### config.mk
export PLATFORM = sky130hd
export DESIGN_NAME = mctcc_top
export DESIGN_NICKNAME = d
export VERILOG_FILES = /design/src/pkg/mctcc_pkg.sv /design/src/pkg/mctcc_edge_if.sv /design/src/core/mctcc_sync.sv /design/src/core/mctcc_top.sv
export SDC_FILE = /design/constraint.sdc
export NUM_CORES = 1
export LEC_CHECK = 0
export ABC_AREA = 1
export BUFFER_PORTS_ARGS = -buffer_cell sky130_fd_sc_hd__buf_2
export CORE_ASPECT_RATIO = 0.9
export CORE_MARGIN = 2
export CORE_UTILIZATION = 40
export CTS_CLUSTER_SIZE = 28
export DETAILED_ROUTE_END_ITERATION = 10
export GPL_TIMING_DRIVEN = 1
export SYNTH_ARGS = -nofsm -noshare
export SYNTH_HDL_FRONTEND = slang
export SYNTH_SLANG_ARGS = --single-unit
### constraint.sdc
create_clock -name clk_i -period 2.4 [get_ports clk_i]
set_input_delay 0.48 -clock clk_i [delete_from_list [all_inputs] [get_ports clk_i]]
set_output_delay 0.48 -clock clk_i [all_outputs]
set_load 0.02 [all_outputs]
### src/pkg/mctcc_pkg.sv
// constants and types shared by the capture/compare channel block
package mctcc_pkg;
    localparam int NCH   = 4;
    localparam int VAL_W = 16;

    // word indices on adr_i[5:2]; byte address is four times the index
    localparam logic [3:0] IDX_CTL0 = 4'h0;
    localparam logic [3:0] IDX_VAL0 = 4'h4;
    localparam logic [3:0] IDX_STAT = 4'h8;
    localparam logic [3:0] IDX_MASK = 4'h9;

    // control register fields
    localparam int CTL_EN    = 0;
    localparam int CTL_MODE  = 1;
    localparam int CTL_POL   = 3;
    localparam int CTL_CEDGE = 4;
    localparam int CTL_CSRC  = 5;

    localparam logic [VAL_W-1:0] VAL_RST  = 16'h0000;
    localparam logic [VAL_W-1:0] CNT_ZERO = 16'h0000;
    localparam logic [VAL_W-1:0] CNT_ONE  = 16'h0001;
    localparam logic [31:0]      DAT_ZERO = 32'h0000_0000;

    typedef enum logic [1:0] {
        MCTCC_ONESHOT = 2'b00,
        MCTCC_CONT    = 2'b01,
        MCTCC_PWM     = 2'b10,
        MCTCC_CAPT    = 2'b11
    } mctcc_mode_e;
endpackage

### src/pkg/mctcc_edge_if.sv
// synchronised pin edges passed from the input stage to the channel core
`timescale 1ns/10ps
interface mctcc_edge_if;
    logic [3:0] rise;
    logic [3:0] fall;
    modport src (output rise, output fall);
    modport dst (input rise, input fall);
endinterface

### src/core/mctcc_sync.sv
// two-flop pin synchroniser with rising and falling edge detect
`timescale 1ns/10ps
module mctcc_sync
    import mctcc_pkg::*;
(
    input  wire logic     clk_i,
    input  wire logic     rst_i,
    input  wire logic [3:0] pin_i,
    mctcc_edge_if.src     edge_o
);
    typedef struct packed {
        logic [3:0] s1;
        logic [3:0] s2;
        logic [3:0] s3;
    } mctcc_sync_s;

    mctcc_sync_s st;
    mctcc_sync_s next_st;

    always_comb begin
        next_st    = st;
        next_st.s1 = pin_i;
        next_st.s2 = st.s1;
        next_st.s3 = st.s2;
    end

    always_ff @(posedge clk_i) begin
        if (rst_i) begin
            st <= '0;
        end else begin
            st <= next_st;
        end
    end

    // edges look only at the second and third stage
    assign edge_o.rise = st.s2 & ~st.s3;
    assign edge_o.fall = ~st.s2 & st.s3;
endmodule

### src/core/mctcc_top.sv
// four capture/compare channels beside a shared 16-bit counter
`timescale 1ns/10ps
module mctcc_top
    import mctcc_pkg::*;
(
    input  wire logic              clk_i,
    input  wire logic              rst_i,
    input  wire logic              cyc_i,
    input  wire logic              stb_i,
    input  wire logic              we_i,
    input  wire logic [5:2]        adr_i,
    input  wire logic [3:0]        sel_i,
    input  wire logic [31:0]       dat_i,
    output logic      [31:0]       dat_o,
    output logic                   ack_o,
    input  wire logic [VAL_W-1:0]  count_i,
    input  wire logic              cnt_tick_i,
    input  wire logic              cnt_run_i,
    input  wire logic              cnt_updown_i,
    input  wire logic [VAL_W-1:0]  reload_i,
    input  wire logic [NCH-1:0]    timer_four_pin_i,
    output logic      [NCH-1:0]    timer_four_pin_o,
    output logic      [NCH-1:0]    timer_four_pin_oe_o,
    input  wire logic [NCH-1:0]    event_i,
    output logic      [NCH-1:0]    event_o,
    output logic                   irq_o
);
    // ------------------------------------------------------------
    // state
    // ------------------------------------------------------------
    typedef struct packed {
        logic [NCH-1:0][VAL_W-1:0] val;
        logic [NCH-1:0][VAL_W-1:0] buff;
        logic [NCH-1:0]            pend;
        logic [NCH-1:0]            unit_enable;
        logic [NCH-1:0][1:0]       mode;
        logic [NCH-1:0]            output_polarity;
        logic [NCH-1:0]            cedge;
        logic [NCH-1:0]            csrc;
        logic [NCH-1:0]            pin;
        logic [NCH-1:0]            oe;
        logic [NCH-1:0]            evt;
        logic [NCH-1:0]            match_event_flag;
        logic [NCH-1:0]            mask;
        logic [VAL_W-1:0]          prev_cnt;
        logic                      ack;
        logic [31:0]               dat;
    } mctcc_state_s;

    mctcc_state_s st;
    mctcc_state_s next_st;

    logic [NCH-1:0] hit;
    logic [NCH-1:0] cap;
    logic [NCH-1:0] wr_ctl;
    logic [NCH-1:0] wr_val;
    logic           wr;
    logic           wr_stat;
    logic           eoc;

    mctcc_edge_if edges ();

    mctcc_sync u_sync (
        .clk_i  (clk_i),
        .rst_i  (rst_i),
        .pin_i  (timer_four_pin_i),
        .edge_o (edges)
    );

    // ------------------------------------------------------------
    // helpers
    // ------------------------------------------------------------
    function automatic logic idx_is(input logic [3:0] adr, input logic [3:0] base,
                                    input int ch);
        return adr == (base + ch[3:0]);
    endfunction

    function automatic logic [31:0] read_mux(input mctcc_state_s s, input logic [3:0] adr);
        logic [31:0] r;
        r = DAT_ZERO;
        for (int c = 0; c < NCH; c++) begin
            if (idx_is(adr, IDX_CTL0, c)) begin
                r[CTL_EN]           = s.unit_enable[c];
                r[CTL_MODE +: 2]    = s.mode[c];
                r[CTL_POL]          = s.output_polarity[c];
                r[CTL_CEDGE]        = s.cedge[c];
                r[CTL_CSRC]         = s.csrc[c];
            end
            if (idx_is(adr, IDX_VAL0, c)) begin
                r[VAL_W-1:0] = s.val[c];
            end
        end
        if (adr == IDX_STAT) begin
            r[NCH-1:0] = s.match_event_flag;
        end
        if (adr == IDX_MASK) begin
            r[NCH-1:0] = s.mask;
        end
        return r;
    endfunction

    // ------------------------------------------------------------
    // next state
    // ------------------------------------------------------------
    always_comb begin
        next_st = st;
        hit     = '0;
        cap     = '0;
        wr_ctl  = '0;
        wr_val  = '0;

        // bus: ack one cycle after the request, write at the ack edge
        next_st.ack = cyc_i && stb_i && !st.ack;
        next_st.dat = read_mux(st, adr_i);
        wr          = cyc_i && stb_i && we_i && st.ack;
        wr_stat     = wr && (adr_i == IDX_STAT) && sel_i[0];

        // end of counting cycle
        eoc = cnt_tick_i && (count_i == CNT_ZERO) &&
              (cnt_updown_i ? (st.prev_cnt == CNT_ONE) : (st.prev_cnt == reload_i));
        if (cnt_tick_i) begin
            next_st.prev_cnt = count_i;
        end

        if (wr && (adr_i == IDX_MASK) && sel_i[0]) begin
            next_st.mask = dat_i[NCH-1:0];
        end

        for (int i = 0; i < NCH; i++) begin
            wr_ctl[i] = wr && idx_is(adr_i, IDX_CTL0, i) && sel_i[0];
            wr_val[i] = wr && idx_is(adr_i, IDX_VAL0, i) && (sel_i[1:0] == 2'b11);

            if (wr_ctl[i]) begin
                next_st.unit_enable[i]     = dat_i[CTL_EN];
                next_st.mode[i]            = dat_i[CTL_MODE +: 2];
                next_st.output_polarity[i] = dat_i[CTL_POL];
                next_st.cedge[i]           = dat_i[CTL_CEDGE];
                next_st.csrc[i]            = dat_i[CTL_CSRC];
            end

            // compare match and capture event
            hit[i] = st.unit_enable[i] && cnt_tick_i &&
                     (st.mode[i] != MCTCC_CAPT) && (count_i == st.val[i]);
            cap[i] = st.unit_enable[i] && (st.mode[i] == MCTCC_CAPT) &&
                     (st.csrc[i] ? event_i[i]
                                 : (st.cedge[i] ? edges.fall[i] : edges.rise[i]));

            // value register: buffered while running
            if (eoc && st.pend[i]) begin
                next_st.val[i]  = st.buff[i];
                next_st.pend[i] = 1'b0;
            end
            if (wr_val[i]) begin
                if (cnt_run_i) begin
                    next_st.buff[i] = dat_i[VAL_W-1:0];
                    next_st.pend[i] = 1'b1;
                end else begin
                    next_st.val[i]  = dat_i[VAL_W-1:0];
                    next_st.pend[i] = 1'b0;
                end
            end
            if (cap[i]) begin
                next_st.val[i] = count_i;
            end

            // one-shot disables itself; counter is not touched
            if (hit[i] && (st.mode[i] == MCTCC_ONESHOT)) begin
                next_st.unit_enable[i] = 1'b0;
            end

            // event line and sticky flag; set wins over clear
            next_st.evt[i] = hit[i] || cap[i];
            if (wr_stat && dat_i[i]) begin
                next_st.match_event_flag[i] = 1'b0;
            end
            if (hit[i] || cap[i]) begin
                next_st.match_event_flag[i] = 1'b1;
            end

            // output pin
            next_st.oe[i] = (next_st.mode[i] != MCTCC_CAPT);
            if (st.mode[i] == MCTCC_PWM && st.unit_enable[i]) begin
                if (hit[i]) begin
                    next_st.pin[i] = ~st.pin[i];
                end
            end else if (hit[i]) begin
                next_st.pin[i] = ~st.output_polarity[i];
            end else begin
                next_st.pin[i] = next_st.output_polarity[i];
            end
        end
    end

    always_ff @(posedge clk_i) begin
        if (rst_i) begin
            st <= '0;
        end else begin
            st <= next_st;
        end
    end

    // ------------------------------------------------------------
    // outputs
    // ------------------------------------------------------------
    assign dat_o               = st.dat;
    assign ack_o               = st.ack;
    assign timer_four_pin_o    = st.pin;
    assign timer_four_pin_oe_o = st.oe;
    assign event_o             = st.evt;
    assign irq_o               = |(st.match_event_flag & st.mask);

    // ------------------------------------------------------------
    // channel checks
    // ------------------------------------------------------------

    for (genvar g = 0; g < NCH; g++) begin : g_chk

    end
endmodule

==> Word level (Yosys, flattened, before mapping) <==
Index checks and enable logic that the tools add are counted.
{ "classes": {"n_eq_ne": 36, "n_mux": 72, "bitwise_logic": 13, "reduce_logical": 90} }
{ "ops": {"columns": ["op", "n"], "rows": [
  ["16-bit two-way mux", 20],
  ["16-bit == test", 5],
  ["1-bit logical AND", 62],
  ["1-bit two-way mux", 42],
  ["6-bit two-way mux", 4],
  ["2-bit != test, second input constant", 12],
  ["2-bit == test, second input constant", 9],
  ["16-bit by 1-bit == test with 1-bit output, second input constant", 1],
  ["4-bit by 3-bit == test with 1-bit output, second input constant", 4],
  ["16-bit logical NOT", 1],
  ["2-bit nonzero test", 8],
  ["4-bit bitwise AND", 3],
  ["4-bit by 2-bit == test with 1-bit output, second input constant", 2],
  ["4-bit == test, second input constant", 2],
  ["2-bit logical NOT", 4],
  ["2-bit two-way mux", 4],
  ["4-bit two-way mux", 2],
  ["1-bit inverter", 8],
  ["4-bit inverter", 2],
  ["2-bit AND reduction", 4],
  ["2-bit OR reduction", 4],
  ["4-bit by 1-bit == test with 1-bit output, second input constant", 1],
  ["4-bit logical NOT", 1],
  ["1-bit logical OR", 4],
  ["2 further kinds", 2]
]} }
{ "word_totals": {"ff_bits": 237, "input_bits": 88} }

==> Depth between registers and ports, before layout <==
Gate-level depths: netlist of the first run.
{ "logic_depth": {"depth_word": 11, "ltp_mapped": 13, "ltp_nobuf": 11} }

==> Modules after synthesis <==
A second synthesis of the first run with hierarchy kept.
{ "hier_totals": {"hier_cells": 1792, "area_unflattened_um2": 11853.9} }
{ "by_module_without_submodules": {"columns": ["mod", "n_inst", "cells_per_inst", "area_per_inst_um2", "seq_area_each_um2"], "rows": [
  ["mctcc_top", 1, 1743, 11467.2, 4184.0],
  ["mctcc_sync", 1, 49, 386.6, 240.2]
]} }

==> Least setup slack after synthesis of the first run <==
OpenSTA, ideal clock, no wires.
{ "synth_timing": {"path_type": "input port to flip-flop", "from": "in count_i[0]", "to": "reg st[168] (netlist bit)", "arrival_time_ps": 1803, "required_time_ps": 2280, "setup_slack_ps": 477, "cell_stages": 11, "cell_sequence": "clkbuf_1 nor2_1 nand3_1 nor2_1 nand3_2 nor2_8 buf_6 buf_6 nand4_1 nand3_1 a21oi_1"} }
{ "synth_via": {"elab_chain_len": 8} }
{ "synth_rtl": {"columns": ["element", "line_no", "source"], "rows": [
  ["from (decl)", "mctcc_top.sv:16", "input wire logic [VAL_W-1:0] count_i,"],
  ["16-bit logical NOT (*)", "mctcc_top.sv:119", "eoc = cnt_tick_i && (count_i == CNT_ZERO) &&"],
  ["1-bit logical AND (*) (2 in a row)", "mctcc_top.sv:119", null],
  ["1-bit logical AND (*)", "mctcc_top.sv:149", "if (eoc && st.pend[i]) begin"],
  ["16-bit two-way mux (*)", "mctcc_top.sv:149", null],
  ["16-bit two-way mux", "mctcc_top.sv:154", "if (cnt_run_i) begin"],
  ["16-bit two-way mux (*)", "mctcc_top.sv:153", "if (wr_val[i]) begin"],
  ["16-bit two-way mux (*)", "mctcc_top.sv:162", "if (cap[i]) begin"],
  ["to (signal assigned)", "mctcc_top.sv:198", "st <= next_st;"],
  ["to (decl)", "mctcc_top.sv:50", "mctcc_state_s st;"]
]} }
Every way passes the cells marked *; elsewhere a longest branch is shown, timed or not.
A chain may end at the register's enable or synchronous reset.

==> Worst setup path after layout of the first run <==
{ "layout_timing": {"from": "reg st[43] (netlist bit)", "to": "reg st[191] (netlist bit)"} }
{ "layout_via": {"elab_chain_len": 8, "elab_cells_between_ends": 9, "cone_classes": "eq/ne: 2; mux: 5; reduce/logical: 2"} }
{ "layout_rtl": {"columns": ["element", "line_no", "source"], "rows": [
  ["16-bit == test or 16-bit by 1-bit == test with 1-bit output (tied branches)", "mctcc_top.sv:120", "(cnt_updown_i ? (st.prev_cnt == CNT_ONE) : (st.prev_cnt == reload_i));"],
  ["1-bit two-way mux (*)", "mctcc_top.sv:120", null],
  ["1-bit logical AND (*)", "mctcc_top.sv:119", null],
  ["1-bit logical AND (*)", "mctcc_top.sv:149", null],
  ["16-bit two-way mux (*)", "mctcc_top.sv:149", null],
  ["16-bit two-way mux", "mctcc_top.sv:154", null],
  ["16-bit two-way mux (*)", "mctcc_top.sv:153", null],
  ["16-bit two-way mux (*)", "mctcc_top.sv:162", null]
]} }
Marked as above.

==> results of run 1 <==
## layer usage
layer	track usage	up-vias	wire (um)
met1	0.375	5508	19400
met2	0.382	477	16900
met3	0.0465	57	3730
li1	-	5927	-
met5	0	-	0
met4	0.0597	0	845
## flip-flops by register name (all words and copies together) (netlist names)
register and count:
st 180, dat_o 16, u_sync.next_st 8, event_o 4, timer_four_pin_o 4, timer_four_pin_oe_o 4
u_sync.st 4, ack_o 1
## worst max-delay path by stage
| stage | startpoint | endpoint | slack (ns) | cells after the start |
|---|---|---|---|---|
| floorplan | count_i[0] | st[168]$_SDFF_PP0_ | 0.48 | 11 |
| global placement | cnt_updown_i | st[185]$_SDFF_PP0_ | 0.03 | 13 |
| detailed placement | cnt_updown_i | st[191]$_SDFF_PP0_ | -0.03 | 13 |
| CTS | ack_o$_SDFF_PP0_ | st[117]$_SDFFE_PP0P_ | 0.50 | 9 |
| global route | ack_o$_SDFF_PP0_ | st[119]$_SDFFE_PP0P_ | 0.30 | 9 |
| finish | st[43]$_SDFFE_PP0P_ | st[191]$_SDFF_PP0_ | 0.50 | 10 |
## area by class of cell
class / count / area, um^2 / share of cell area
Antenna cell: 2 / 5.00 / 0.000372
Clock buffer: 41 / 726 / 0.0539
Clock inverter: 4 / 73.8 / 0.00549
Inverter: 259 / 976 / 0.0726
Multi-Input combinational cell: 1177 / 5770 / 0.429
Sequential cell: 221 / 4420 / 0.329
Tap cell: 403 / 504 / 0.0375
Timing Repair Buffer: 151 / 973 / 0.0724
## worst reg2reg max path: cells and delay by family, from the launching register on
kind,cells,cell delay (ns)
AND/OR/NAND/NOR,8,1.14
AO/OA/AOI/OAI,1,0.16
flip-flops,1,0.35
buffers and inverters,1,0.20
## per-stage QoR
step	hold slack [ns]	TNS, ns	total power [mW]
floorplan	0.388	0	4.17
global placement	0.390	0	4.41
detailed placement	0.396	-0.0781	4.41
CTS	0.125	0	8.24
global route	0.129	0	8.46
finish	0.140	0	8.19
## synthesized netlist by cell type, drive strengths merged
cell / n
nand2: 312
inv: 258
a21oi: 239
dfxtp: 221
o21ai: 205
nor2: 137
nand4: 94
nand3: 93
buf: 81
clkbuf: 68
nor3: 17
o22ai: 14
xnor2: 14
nand3b: 13
a31oi: 4
o31ai: 4
xor2: 3
o2111ai: 2
o221ai: 2
or2: 2
a211oi: 1
and3: 1
clkinv: 1
conb: 1
nor3b: 1
nor4: 1
o211a: 1
o21bai: 1
## power by group
part,switching [mW],total (mW),internal [mW]
sequential,0.0173,3.72,3.70
combinational,0.439,0.628,0.189
clock,1.58,3.85,2.27
total,2.04,8.19,6.16
## cells by family (layout without fill, tap and decap cells)
kind of cell,count (synthesis),after routing
xor+xnor,17,17
other cells,1,18
flops,221,221
compound gates,473,473
simple gates,671,671
buf+inv,408,455
==> summary.txt, run 1 <==
largest area contributor in the netlist: dfxtp_1
Worst Slack Setup Final: 0.498 ns
clock skew: 0.0201 ns
Fin. Hold Viols: 0
height of the chip: 168 um
top library cells by usage in the layout, fill and taps aside: 311 x nand2_1, 246 x inv_1, 239 x a21oi_1, 221 x dfxtp_1, 192 x o21ai_0
nets: 1923
via count of the first global-routing pass: 10900
buffer and inverter count on the worst path: 1
initial antenna violation count: 0
total power divided by cell area: 609 nW/um^2
maximum number of pins on one net before global-route repair: 60
Starting Density: 0.403
overall routing resource usage: 0.254
top achievable clock speed: 526 MHz
xor-xnor portion of the synthesized cell area: 0.0124
number of DRC violations after detailed-routing iteration 0: 1079
proportion of synthesized chip area in sequential cells: 0.369
first-pass GRT wire length: 63200 um
Synth warnings: 0
last weighted congestion value of the routability-driven placer: 0.972
total placed cells including tap cells: 2211
maximum root-to-sink buffer count: 3
Final Instance Area: 13500 um^2
worst-case hold path end point: u_sync.next_st[6]$_SDFF_PP0_
biggest cell delay along the critical path: 0.35 ns
most common cell after layout, fill and taps aside: nand2_1
ratio of cells with drive above 1 in the final layout: 0.122
via/cell ratio: 5.30
number of placement rows: 60
routed len/inst: 18.1 um
CTS clk-pin slew, worst paths: 0.06 ns
crit start category: flop
post-synthesis cell area: 12000 um^2
portion of synthesized cell area occupied by the leading cell type: 0.369
Peak supply drop: 463 uV
worst slew margin relative to its limit: 0.400
CP Data Required Time: 2.86 ns
status: finished, final reports clean
RSZ-0062 raised after global routing: no
main area contributors after synthesis: dfxtp_1 37%, a21oi_1 10%, nand2_1 9.7%
DIE AREA: 31400 um^2
beginning of the worst register-to-register path: st[43]$_SDFFE_PP0P_
Hold Path Cell Cnt: 3
GRT Residual Overflow: 0
drt drc: 0
die width: 186 um
1st-pass router iterations: 5
final HPWL from detailed placement: 29700 um
mux share of post-synthesis cell area: 0
Crit-path slowest cell: dfxtp_1
critical path fanouts, max: 26
floorplan core area: 29700 um^2
distinct cell type count after synthesis: 42
post-route ant nets: 0
path type of the worst min-delay path: input port to flop
detailed-route wire length: 40800 um
hold path start: timer_four_pin_i[2]
nature of the critical path endpoint: flop
leakage power total: 5.52 nW
simple-gate portion of the synthesized area: 0.261
CP arrival: 2.36 ns
number of max-cap violations: 0
total of fill cells in the finished design: 3133
adder-cell area share of the yosys netlist: 0
IO Count: 134
cell area after placement: 12600 um^2
cell chosen for the clock root: clkbuf_16
post-synthesis cell count: 1791
Synth Area in Compound Gates: 0.202
Sinks on Clock Net: 221
Post-CTS Repair Setup Buffers: 0
most frequent cell on the critical path: nand2_1
hold buffer count at CTS: 0
fraction of the core area covered by cells at the end of the flow: 0.452
relative area change from synthesis to final layout: 12.2%
post-CTS resize count: 0
largest delay contributor family on the critical path: simple AND/OR/NAND/NOR gates
Worst Tran Pin Value: 0.898 ns
final period demand of the worst path: 1.90 ns
number of CTS-inserted buffers: 25
number of cell instances on the worst register-to-register path: 10
share of the clock period used by the worst path: 0.792
clock tree from TritonCTS: done
minimum setup slack among reg-to-reg paths: 0.50 ns
source-to-sink clock delay at the later pin of the worst-skew pair: 0.54 ns
count of port buffers added during placement: 99
count of vias placed by the detailed router: 12000
main combinational cell family by area after synthesis: simple AND/OR/NAND/NOR gates
cells traversed along the worst timing path: nand3b_2, nand2_1, nor2_2, nand3_2, nor2_8, buf_12, nand3_4, nand2_1, nand3_1, a21oi_1
count of H-tree levels built during CTS: 1
RR Endpoint: st[191]$_SDFF_PP0_
Final Setup Violations: 0
setup slack at placement: -0.0286 ns
count of state elements after synthesis: 221
number of max-slew violations in the final report: 0
non-filler cells, final: 2258
average size of a mapped cell: 6.69 um^2
kind of critical path: flop to flop
(Power assumes the default switching activity.)
==> inputs of run 2 (changes only) <==
==> constraint.sdc (replaced) <==
create_clock -name clk_i -period 1.7 [get_ports clk_i]
set_input_delay 0.34 -clock clk_i [delete_from_list [all_inputs] [get_ports clk_i]]
set_output_delay 0.34 -clock clk_i [all_outputs]
set_load 0.02 [all_outputs]
==> summary.txt, run 2 (synthesis results as in run 1) <==
CTS clk-pin slew, worst paths: 0.07 ns
detailed-route wire length: 45600 um
number of DRC violations after detailed-routing iteration 0: 1289
number of flip-flops in the largest register: 180
net switching power: 3.00 mW
leakage power total: 6.22 nW
routed len/inst: 19.2 um
DIE AREA: 31400 um^2
diode insertion count for antenna repair: 0
path type of the worst min-delay path: input port to flop
nature of the critical path endpoint: flop
met2 Track Usage GR: 0.434
setup slack at placement: -0.389 ns
maximum root-to-sink buffer count: 3
share of the clock period used by the worst path: 1.05
most common cell after layout, fill and taps aside: nand2_1
critical path fanouts, max: 11
top library cells by usage in the layout, fill and taps aside: 284 x nand2_1, 244 x inv_1, 214 x a21oi_1, 213 x dfxtp_1, 188 x o21ai_0
Sinks on Clock Net: 221
cell chosen for the clock root: clkbuf_16
Starting Density: 0.403
number of placement rows: 60
die width: 186 um
ratio of cells with drive above 1 in the final layout: 0.224
GRT Residual Overflow: 0
Fin. Hold Viols: 0
count of H-tree levels built during CTS: 1
met1 Use GR: 0.403
total placed cells including tap cells: 2316
grt peak-use layer: met2
overall routing resource usage: 0.280
total power divided by cell area: 793 nW/um^2
floorplan core area: 29700 um^2
Worst Tran Pin Value: 0.714 ns
switching portion of total power: 0.252
initial antenna violation count: 0
Final Setup Violations: 67
drt drc: 0
source-to-sink clock delay at the later pin of the worst-skew pair: 0.55 ns
Peak supply drop: 757 uV
CP arrival: 2.23 ns
status: complete, but fails checks
final HPWL from detailed placement: 32900 um
CP Data Required Time: 2.14 ns
relative area change from synthesis to final layout: 25.2%
number of max-slew violations in the final report: 0
RSZ-0062 raised after global routing: yes
first-pass GRT wire length: 68700 um
minimum hold slack: 0.00902 ns
Worst Slack Setup Final: -0.0851 ns
P_int: 8.90 mW
nets: 2041
kind of critical path: flop to flop
post-route total power: 11.9 mW
power share of the combinational group: 0.087
non-filler cells, final: 2374
worst slew margin relative to its limit: 0.524
number of CTS-inserted buffers: 25
fraction of the core area covered by cells at the end of the flow: 0.505
IO Count: 134
Hold Path Cell Cnt: 3
1st-pass router iterations: 7
clock tree from TritonCTS: done
violated checks: setup timing
top register by number of flip-flops: st
crit start category: flop
met3 track utilization from global routing: 0.0511
number of max-cap violations: 0
fraction of power consumed by sequential logic: 0.441
last weighted congestion value of the routability-driven placer: 0.940
via/cell ratio: 5.37
number of cell instances on the worst register-to-register path: 10
post-route ant nets: 0
via count of the first global-routing pass: 11700
top achievable clock speed: 560 MHz
clock skew: 0.0109 ns
final period demand of the worst path: 1.79 ns
height of the chip: 168 um
count of port buffers added during placement: 99
count of vias placed by the detailed router: 12800
clock power share: 0.472
maximum number of pins on one net before global-route repair: 67
[run 2: path summary, 6_finish.rpt]
kind | startpoint | end | slack [ns]
setup / recovery | st[36]$_SDFFE_PP0P_ | st[170]$_SDFF_PP0_ | -0.09
hold / removal | timer_four_pin_i[2] | u_sync.next_st[6]$_SDFF_PP0_ | 0.009
setup reg to reg | st[36]$_SDFFE_PP0P_ | st[170]$_SDFF_PP0_ | -0.09
hold reg to reg | u_sync.next_st[5]$_SDFF_PP0_ | u_sync.next_st[1]$_SDFF_PP0_ | 0.40
[run 2: metal layers]
| metal | part of all wire | vias to the layer above | routed length (um) |
|---|---|---|---|
| li1 | - | 6171 | - |
| met1 | 0.46 | 5980 | 20800 |
| met2 | 0.43 | 536 | 19600 |
| met3 | 0.096 | 67 | 4370 |
| met4 | 0.019 | 0 | 868 |
| met5 | 0 | - | 0 |
[run 2: cell type report]
class                      count  area, um^2
fill                        3055       14700
multi-input combinational   1180        6170
sequential                   221        4430
timing repair buffer         266        2050
inverter                     259        1000
clock buffer                  39         788
tap                          403         504
clock inverter                 6        61.3
[run 2: metrics by stage]
| step | cell area [um^2] | setup TNS (ns) |
|---|---|---|
| 2_1_floorplan | 12100 | 0 |
| 3_3_place_gp | 13600 | -28.36 |
| 3_5_place_dp | 13600 | -33.44 |
| 4_1_cts | 14600 | -0.862 |
| 5_1_grt | 15000 | -9.95 |
| 6_report | 15000 | -2.86 |
[run 2: what timing repair did]
action | 4_1_cts | 5_1_grt
gates cloned | 4 | 3
gates resized for setup | 16 | 96
setup endpoints to repair | 64 | 97
endpoints found under the hold margin | 3 | 0
setup buffers | 0 | 3
pin swaps | 8 | 21
hold buffers | 3 | 0
[run 2: power groups by stage]
stage	combinational (mW)	sequential, mW	clock [mW]
floorplan	0.543	5.36	0
global placement	0.982	5.36	0
detailed placement	0.984	5.36	0
CTS	1.00	5.25	5.69
global route	1.12	5.25	5.90
finish	1.03	5.25	5.61
[run 2: worst max-delay path, stage by stage (launching register included)]
cell and delay (ns):
dfxtp_1 0.35, nand3b_1 0.12, nand2_1 0.05, nor2_1 0.13
nand3_2 0.14, nor2_8 0.23, clkbuf_16 0.22, clkbuf_16 0.17
nand4_1 0.11, nand3_1 0.11, a21oi_2 0.05
